## src/logic/aem_pkg.sv

```systemverilog
`default_nettype none
package aem_pkg;
	// field sizes
	localparam int DATA_BYTES = 128;
	localparam int PAGE_BYTES = 32;
	localparam int PAGE_COUNT = 4;
	localparam int STATUS_BYTES = 8;
	localparam logic [15:0] DATA_ADDR_MASK = 16'h007F;
	localparam logic [15:0] STAT_ADDR_MASK = 16'h0007;
	localparam logic [15:0] DATA_LAST = 16'h007F;
	localparam logic [15:0] STAT_LAST = 16'h0007;
	localparam int LOCK_BYTE_IDX = 0;
	// command codes
	localparam logic [7:0] CMD_READ_MEM = 8'hF0;
	localparam logic [7:0] CMD_READ_STAT = 8'hAA;
	localparam logic [7:0] CMD_WRITE_MEM = 8'h0F;
	localparam logic [7:0] CMD_WRITE_STAT = 8'h55;
	// stored values
	localparam logic [7:0] ERASED_BYTE = 8'hFF;
	localparam logic [7:0] FACTORY_ZERO = 8'h00;
	localparam logic [7:0] CRC_INIT = 8'h00;
	localparam logic [7:0] CRC_POLY_REFL = 8'h8C;
	// timing at a 40 MHz clock
	localparam int CLOCK_MHZ = 40;
	localparam int SLOT_TIME_US = 60;
	localparam int SLOT_CYCLES = SLOT_TIME_US * CLOCK_MHZ;
	localparam int PROG_TIME_US = 480;
	localparam int PROG_CYCLES = PROG_TIME_US * CLOCK_MHZ;

	typedef enum logic [3:0] {D_WAIT_ROM, D_CMD, D_ADDR_LO, D_ADDR_HI, D_HDR_CRC, D_RD_DATA, D_END_CRC,
		D_ONES, D_WR_DATA, D_WR_CRC, D_WR_PROG, D_WR_VERIFY} aem_dev_state_t;
	typedef enum logic [3:0] {M_IDLE, M_RESET, M_ROM, M_SEND, M_GET_CRC, M_READ, M_PROG, M_VERIFY,
		M_FINISH} aem_mst_state_t;

	// one bit of x^8+x^5+x^4+1, lsb first
	function automatic logic [7:0] aem_crc_bit(input logic [7:0] crc, input logic inBit);
		logic fb;
		fb = crc[0] ^ inBit;
		aem_crc_bit = fb ? ((crc >> 1) ^ CRC_POLY_REFL) : (crc >> 1);
	endfunction : aem_crc_bit
endpackage : aem_pkg
`default_nettype wire

```

## src/logic/aem_link_if.sv

```systemverilog
`timescale 1ns/10ps
`default_nettype none
// logic-level view of the single-wire line: slots, reset, programming level
interface aem_link_if;
	logic slot;
	logic slotWrite;
	logic slotBit;
	logic busReset;
	logic romDone;
	logic progLevel;
	logic replyBit;
	modport dev(input slot, input slotWrite, input slotBit, input busReset, input romDone, input progLevel,
		output replyBit);
	modport mst(output slot, output slotWrite, output slotBit, output busReset, output romDone,
		output progLevel, input replyBit);
endinterface : aem_link_if
`default_nettype wire

```

## src/logic/aem_device.sv

```systemverilog
// Overview of operation
// - data field: four pages of 32 bytes
// - byte goes scratchpad, crc check, then programming
// - separate 64-bit status field, own commands
// - lock bit stops programming its page
// - redirection bytes steer no hardware
// - programming only clears bits
// - software reads redirection byte, ff valid
// - master sends command and two address bytes
// - writes one byte at a time, programming level
// - read runs to field end or reset
// - every bit travels lsb first
// - data read is f0, low address first
// - header crc sent before read data
// - master resets on header crc mismatch
// - crc of read bytes after memory end
// - ones after closing crc until reset
// - no closing crc when read aborted
// - status read is aa, streams to end
// - status crc includes final zero byte
// - ones after status crc, reset aborts
// - master may reset at memory end
// - crc x8+x5+x4+1, zero start, lsb first
// - memory commands only after rom sequence
`timescale 1ns/10ps
`default_nettype none
module aem_device import aem_pkg::*; (
	input wire logic clock,
	input wire logic rst_n,
	aem_link_if.dev link,
	output logic [PAGE_COUNT-1:0] pageLocked,
	output logic memActive
);
	aem_dev_state_t state;
	logic [7:0] cmd;
	logic [15:0] addr;
	logic [7:0] rxShift;
	logic [7:0] txShift;
	logic [2:0] bitCnt;
	logic [7:0] crc;
	logic [7:0] scratch;
	logic progSeen;
	logic [7:0] dataMem [0:DATA_BYTES-1];
	logic [7:0] statMem [0:STATUS_BYTES-1];

	logic readSlot;
	logic writeSlot;
	logic byteDone;
	logic [7:0] rxByte;
	logic [7:0] crcNext;
	logic isStatus;
	logic [15:0] addrMask;
	logic [15:0] fieldLast;
	logic [15:0] addrInc;
	logic progRise;
	logic pageLock;
	logic [7:0] progValue;

	// byte of the selected field; out-of-field bits are masked off by the caller
	function automatic logic [7:0] readField(input logic stat, input logic [15:0] a);
		readField = stat ? statMem[a[2:0]] : dataMem[a[6:0]];
	endfunction : readField

	// slot decode and shared datapath terms
	assign readSlot = link.slot && !link.slotWrite;
	assign writeSlot = link.slot && link.slotWrite;
	assign byteDone = (bitCnt == 3'h7);
	assign rxByte = {link.slotBit, rxShift[7:1]};
	assign crcNext = aem_crc_bit(crc, writeSlot ? link.slotBit : txShift[0]);
	assign isStatus = (cmd == CMD_READ_STAT) || (cmd == CMD_WRITE_STAT);
	assign addrMask = isStatus ? STAT_ADDR_MASK : DATA_ADDR_MASK;
	assign fieldLast = isStatus ? STAT_LAST : DATA_LAST;
	assign addrInc = (addr + 16'h0001) & addrMask;
	// the programming level comes from logic on this clock, so no synchroniser
	assign progRise = link.progLevel && !progSeen;
	assign pageLock = !statMem[LOCK_BYTE_IDX][addr[6:5]];
	assign progValue = (!isStatus && pageLock) ? readField(isStatus, addr) : (readField(isStatus, addr) & scratch);
	// idle reply is a one, so a stray read slot always sees ones
	assign link.replyBit = txShift[0];

	// programming level edge tracker
	always_ff @(posedge clock or negedge rst_n) begin
		if (!rst_n) begin
			progSeen <= 1'b0;
		end else begin
			progSeen <= link.progLevel;
		end
	end

	// user-side flags; a cleared lock bit means the page is write protected
	always_ff @(posedge clock or negedge rst_n) begin
		if (!rst_n) begin
			memActive <= 1'b0;
			pageLocked <= {PAGE_COUNT{1'b0}};
		end else begin
			memActive <= (state != D_WAIT_ROM);
			pageLocked <= ~statMem[LOCK_BYTE_IDX][PAGE_COUNT-1:0];
		end
	end

	// eprom cells: erased to ones at reset, last status byte factory zero
	always_ff @(posedge clock or negedge rst_n) begin
		if (!rst_n) begin
			for (int i = 0; i < DATA_BYTES; i++) begin
				dataMem[i] <= ERASED_BYTE;
			end
			for (int j = 0; j < STATUS_BYTES - 1; j++) begin
				statMem[j] <= ERASED_BYTE;
			end
			statMem[STATUS_BYTES-1] <= FACTORY_ZERO;
		end else if (state == D_WR_PROG && progRise && !link.busReset) begin
			// and-in only: a zero can never return to one
			if (isStatus) begin
				statMem[addr[2:0]] <= statMem[addr[2:0]] & scratch;
			end else if (!pageLock) begin
				dataMem[addr[6:0]] <= dataMem[addr[6:0]] & scratch;
			end
		end
	end

	// command sequencer
	always_ff @(posedge clock or negedge rst_n) begin
		if (!rst_n) begin
			state <= D_WAIT_ROM;
			cmd <= 8'h00;
			addr <= 16'h0000;
			rxShift <= 8'h00;
			txShift <= ERASED_BYTE;
			bitCnt <= 3'h0;
			crc <= CRC_INIT;
			scratch <= ERASED_BYTE;
		end else if (link.busReset) begin
			// partial bytes and crc are dropped; address and command are kept
			state <= D_WAIT_ROM;
			bitCnt <= 3'h0;
			txShift <= ERASED_BYTE;
			crc <= CRC_INIT;
		end else begin
			case (state)
				D_WAIT_ROM: begin
					if (link.romDone) begin
						state <= D_CMD;
						bitCnt <= 3'h0;
						crc <= CRC_INIT;
					end
				end
				D_CMD, D_ADDR_LO, D_ADDR_HI, D_WR_DATA: begin
					if (writeSlot) begin
						rxShift <= rxByte;
						crc <= crcNext;
						bitCnt <= bitCnt + 3'h1;
						if (byteDone) begin
							case (state)
								D_CMD: begin
									cmd <= rxByte;
									if (rxByte == CMD_READ_MEM || rxByte == CMD_READ_STAT ||
										rxByte == CMD_WRITE_MEM || rxByte == CMD_WRITE_STAT) begin
										state <= D_ADDR_LO;
									end else begin
										state <= D_ONES;
									end
								end
								D_ADDR_LO: begin
									addr[7:0] <= rxByte;
									state <= D_ADDR_HI;
								end
								D_ADDR_HI: begin
									// out-of-field high bits are forced to zero
									addr <= {rxByte, addr[7:0]} & addrMask;
									if (cmd == CMD_READ_MEM || cmd == CMD_READ_STAT) begin
										txShift <= crcNext;
										state <= D_HDR_CRC;
									end else begin
										state <= D_WR_DATA;
									end
								end
								default: begin
									scratch <= rxByte;
									txShift <= crcNext;
									state <= D_WR_CRC;
								end
							endcase
						end
					end
				end
				D_HDR_CRC, D_RD_DATA, D_END_CRC, D_WR_CRC, D_WR_VERIFY: begin
					if (readSlot) begin
						txShift <= {1'b1, txShift[7:1]};
						bitCnt <= bitCnt + 3'h1;
						if (state == D_RD_DATA) begin
							crc <= crcNext;
						end
						if (byteDone) begin
							case (state)
								D_HDR_CRC: begin
									crc <= CRC_INIT;
									txShift <= readField(isStatus, addr);
									state <= D_RD_DATA;
								end
								D_RD_DATA: begin
									if (addr == fieldLast) begin
										txShift <= crcNext;
										state <= D_END_CRC;
									end else begin
										addr <= addrInc;
										txShift <= readField(isStatus, addrInc);
									end
								end
								D_END_CRC: begin
									txShift <= ERASED_BYTE;
									state <= D_ONES;
								end
								D_WR_CRC: begin
									txShift <= ERASED_BYTE;
									state <= D_WR_PROG;
								end
								default: begin
									// next byte: crc preloaded with new low address
									addr <= addrInc;
									crc <= addrInc[7:0];
									state <= D_WR_DATA;
								end
							endcase
						end
					end
				end
				D_WR_PROG: begin
					if (progRise) begin
						txShift <= progValue;
						bitCnt <= 3'h0;
						state <= D_WR_VERIFY;
					end
				end
				D_ONES: begin
					txShift <= ERASED_BYTE;
				end
				default: begin
					state <= D_WAIT_ROM;
				end
			endcase
		end
	end
endmodule : aem_device
`default_nettype wire

```

## src/flat_wrapper.sv

```systemverilog
// flat-port wrapper written by rule: the top's interface ports become plain ports
module aem_device_flat import aem_pkg::*;
  (clock, rst_n, pageLocked, memActive, link_slot, link_slotWrite, link_slotBit, link_busReset, link_romDone, link_progLevel, link_replyBit);
  aem_link_if link_i ();
  input wire logic clock;
  input wire logic rst_n;
  output logic [PAGE_COUNT-1:0] pageLocked;
  output logic memActive;
  input wire logic [$bits(link_i.slot)-1:0] link_slot;
  input wire logic [$bits(link_i.slotWrite)-1:0] link_slotWrite;
  input wire logic [$bits(link_i.slotBit)-1:0] link_slotBit;
  input wire logic [$bits(link_i.busReset)-1:0] link_busReset;
  input wire logic [$bits(link_i.romDone)-1:0] link_romDone;
  input wire logic [$bits(link_i.progLevel)-1:0] link_progLevel;
  output wire logic [$bits(link_i.replyBit)-1:0] link_replyBit;
  assign link_i.slot = link_slot;
  assign link_i.slotWrite = link_slotWrite;
  assign link_i.slotBit = link_slotBit;
  assign link_i.busReset = link_busReset;
  assign link_i.romDone = link_romDone;
  assign link_i.progLevel = link_progLevel;
  assign link_replyBit = link_i.replyBit;
  aem_device u_core (.clock(clock), .rst_n(rst_n), .link(link_i), .pageLocked(pageLocked), .memActive(memActive));
endmodule
```

## config.mk

```make
export PLATFORM = sky130hd
export DESIGN_NAME = aem_device_flat
export DESIGN_NICKNAME = d
export VERILOG_FILES = /design/src/logic/aem_pkg.sv /design/src/logic/aem_link_if.sv /design/src/logic/aem_device.sv /design/src/flat_wrapper.sv
export SDC_FILE = /design/constraint.sdc
export NUM_CORES = 2
export LEC_CHECK = 0
export BUFFER_PORTS_ARGS = -buffer_cell sky130_fd_sc_hd__buf_4
export CORE_UTILIZATION = 58
export DETAILED_ROUTE_END_ITERATION = 16
export PLACE_DENSITY_LB_ADDON = 0.12
export SLEW_MARGIN = 20
export SYNTH_ARGS = -nofsm -noshare
export SYNTH_HDL_FRONTEND = slang
export SYNTH_SLANG_ARGS = --single-unit
```

## constraint.sdc

```tcl
create_clock -name clock -period 3.6 [get_ports clock]
set_input_delay 0.72 -clock clock [delete_from_list [all_inputs] [get_ports clock]]
set_output_delay 0.72 -clock clock [all_outputs]
set_load 0.01 [all_outputs]
```

==> flow_summary.yaml <==
placement:
  gp_routability_congestion: 1.013
  hpwl_mm: 168.7
  io_buffers: 13
  placed_area_um2: 70310
floorplanning:
  initial_core_util_pct: 58.69
  die_h_um: 334.4
  io_pins: 14
  num_rows: 121
  core_um2: 109200
  die_w_um: 334.4
  dieArea_um2: 111800
synth:
  yosysWarnings: 0
  yosys.area_share.simple_pct: 4.810
  syn_area_um2: 64070
  synth-seq-area-share_pct: 46.98
  synth_cell_types: 99
  synthMuxAreaShare_pct: 36.64
  synth_fp_nets: 4659
  synthXorXnorAreaFrac_pct: 0.2363
  synth_compound_area_share_pct: 7.915
  synth_edf_count: 0
  synth_seq_cells: 1148
  synth_cells: 4644
  synth_top_family_by_area: "multiplexers"
  async_flop_share_pct: 100.0
  synthFlopType: "dfstp_2"
  synthAdderAreaFrac_pct: 0.1367
  syn_avg_cell_area_um2: 13.80
route:
  ant_nets: 0
  wire_per_inst_um: 36.59
  vias: 48310
  dr.pass1.iters: 8
  drc: 0
  drtIter0Drc: 6645
  finalWirelength_mm: 244.3
  routed_via_density: 7.236
final_layout:
  final_design_area_no_fill_um2: 76200
  num-fill-cells: 7689
  final_common_cell: "mux2_2"
  area_delta_synth_final_pct: 18.94
  final_util_pct: 69.81
  drive_above_1_share_pct: 71.33
  final_cell_mix: "mux2_2, dfstp_2, buf_4"
  fin_nets: 5104
setup_path:
  critical_path_arrival_ps: 4330
  required_ps: 4250
  endpoint_kind: "flop"
  worstSetupPathType: "flop to flop"
  worst_setup_path_start_kind: "flop"
  crit_fanout: 10
worst_hold_path:
  min_path_type: "input port to flop"
timing:
  fin_crit_sh_pct: 102.2
  hold_viol_final: 0
  relSlewSlack_pct: 39.85
  worstMarginPinSlew_ps: 900.1
  rsz0062_at_grt: "true"
  fin_ws_ps: -79.75
  max_freq_mhz: 271.8
  layout_min_cycle_time_ps: 3680
  final_max_slew_viol_count: 0
  setup_violations: 312
  finalClockSkew_ps: 50.55
run_status:
  status: "complete, but fails checks"
  violations: "setup timing"
grt:
  track_usage_pct: 42.90
  grt_pass1_wl_mm: 344.6
  grt_pass1_vias: 46630
  antenna_found_initial: 6
  grt_max_degree: 104
  grt_overflow: 0
clock_network:
  htree_num_levels: 3
  root_buffer: "clkbuf_16"
  hold_buffers: 0
  clk_pin_slew_worst_paths_ps: 60
  cts_buffers: 121
  cts_tree: "done"
  cts_max_path_buffers: 3
  clk_latency_ps: 760
  clock_sinks: 1148
pwr:
  p_leak_nw: 29.33
  powerDensity_nw_per_um2: 616.8
  vdd_drop_max_mv: 0.6150
job:
  max-cap-violations: 0
==> layout make-up <==
| type | instances | area [um2] | area share, % |
|---|---|---|---|
| Clock buffer | 169 | 3430 | 4.501 |
| Clock inverter | 59 | 820.8 | 1.077 |
| Multi-Input combinational cell | 3091 | 32590 | 42.76 |
| Timing Repair Buffer | 707 | 7316 | 9.600 |
| Tap cell | 1476 | 1847 | 2.423 |
| Sequential cell | 1148 | 30110 | 39.51 |
| Antenna cell | 7 | 17.52 | 0.02299 |
| Inverter | 20 | 76.32 | 0.1002 |
==> worst max-delay path: stages, from the launching register on <==
cell	delay, ps
dfrtp_4	510
buf_12	150
clkbuf_16	170
and2_4	200
buf_6	170
a221oi_2	300
o22ai_2	160
a221o_1	400
a221oi_4	230
buf_4	170
nand4_1	130
buf_4	190
and2_4	280
clkbuf_16	230
mux2_2	260
==> registers in the layout, summed over array words and instances, names as in the netlist <==
register	flops
u_core.addr	8
u_core.bitCnt	3
u_core.cmd	8
u_core.crc	8
u_core.dataMem	1024
u_core.memActive	1
u_core.pageLocked	4
u_core.progSeen	1
u_core.rxShift	7
u_core.scratch	8
u_core.statMem	64
u_core.state	4
u_core.txShift	8
==> repair_timing <==
| action | CTS | global route |
|---|---|---|
| buffers inserted | 16 | 25 |
| resized for setup | 35 | 124 |
| gates cloned | 1 | 22 |
| pin swaps | 9 | 27 |
| setup endpoints to repair | 954 | 1029 |
| endpoints found under the hold margin | 0 | 0 |
==> kinds of logic (layout without fill, tap and decap cells) <==
group / after synthesis / in the layout
xor+xnor: 10 / 10
flops: 1148 / 1148
buf+inv: 407 / 955
simple gates: 681 / 683
other cells: 0 / 7
compound gates: 687 / 687
mux: 1704 / 1704
fa+ha+maj: 7 / 7
==> metrics by stage <==
step / hold WS (ps) / power, mW / instances / setup slack [ps] / TNS (ps)
3_5_place_dp: 466.8 / 31.59 / 6381 / -453.8 / -116030
6_report: 101.8 / 47.00 / 6677 / -79.75 / -9109
3_3_place_gp: 469.4 / 31.57 / 6381 / -373.9 / -99340
2_1_floorplan: 424.4 / 22.85 / 4644 / 10.23 / 0
4_1_cts: 75.62 / 45.51 / 6626 / -10.52 / -21.57
5_1_grt: 84.46 / 47.92 / 6672 / -86.11 / -7189
==> per-layer routing <==
metal,GRT usage [%],share of wire [%],up-vias,wire length (um)
li1,-,-,18910,-
met1,60.35,39,25330,95910
met2,60.75,42,3304,103700
met3,12.37,12,754,29280
met4,21.38,6.3,6,15280
met5,0,0.042,-,103
==> cell usage after synthesis, types with 5 or more instances <==
| master | instances | area [um2] |
|---|---|---|
| dfrtp_1 | 52 | 1301 |
| o31ai_1 | 11 | 82.58 |
| a22o_1 | 19 | 166.4 |
| mux4_2 | 394 | 8874 |
| a311oi_1 | 10 | 87.58 |
| buf_6 | 23 | 259.0 |
| a211oi_1 | 13 | 97.59 |
| o211ai_1 | 16 | 120.1 |
| buf_1 | 19 | 71.32 |
| a221o_1 | 18 | 180.2 |
| a2111oi_0 | 6 | 52.55 |
| nand2b_1 | 12 | 75.07 |
| clkbuf_1 | 170 | 638.1 |
| mux2_2 | 1159 | 13050 |
| o21ai_0 | 104 | 520.5 |
| o22ai_1 | 52 | 325.3 |
| ha_1 | 7 | 87.58 |
| a22oi_1 | 98 | 735.7 |
| dfstp_2 | 1096 | 28800 |
| nor2_1 | 217 | 814.5 |
| or2_2 | 5 | 31.28 |
| o2bb2ai_1 | 14 | 122.6 |
| a21oi_1 | 71 | 355.3 |
| o2111ai_1 | 8 | 70.07 |
| mux2i_1 | 147 | 1471 |
| nor3_1 | 17 | 85.08 |
| o221ai_1 | 25 | 219.0 |
| nand3_1 | 47 | 235.2 |
| and3_1 | 12 | 75.07 |
| o22a_1 | 9 | 78.83 |
| nand4_1 | 10 | 62.56 |
| and2_1 | 19 | 118.9 |
| inv_1 | 16 | 60.06 |
| a221oi_1 | 134 | 1174 |
| nor2b_1 | 21 | 131.4 |
| a31oi_1 | 16 | 100.1 |
| buf_4 | 42 | 315.3 |
| buf_8 | 5 | 75.07 |
| buf_2 | 124 | 620.6 |
| nor4bb_1 | 6 | 60.06 |
| nand2_1 | 279 | 1047 |
| o21a_1 | 7 | 52.55 |
==> power breakdown <==
group | internal [mW] | total, mW | switching [mW]
combinational | 8.03 | 20.1 | 12.1
clock | 7.99 | 13.5 | 5.52
sequential | 13.1 | 13.4 | 0.254
total | 29.2 | 47.0 | 17.8
==> worst paths after layout <==
path | start | to | slack (ps) | depth (start not counted)
max in group asynchronous | rst_n | u_core.dataMem[992]$_DFFE_PN1P_ | 2490 | 2
min in group asynchronous | rst_n | u_core.dataMem[347]$_DFFE_PN1P_ | 380 | 1
hold reg to reg | u_core.scratch[7]$_DFFE_PN1P_ | u_core.scratch[7]$_DFFE_PN1P_ | 480 | 2
setup reg to reg | u_core.addr[0]$_DFFE_PN0P_ | u_core.dataMem[898]$_DFFE_PN1P_ | -80 | 14
setup / recovery | u_core.addr[0]$_DFFE_PN0P_ | u_core.dataMem[898]$_DFFE_PN1P_ | -80 | 14
hold / removal | link_progLevel | u_core.progSeen$_DFF_PN0_ | 100 | 1
Note: power is estimated with default switching activity, not from simulation.
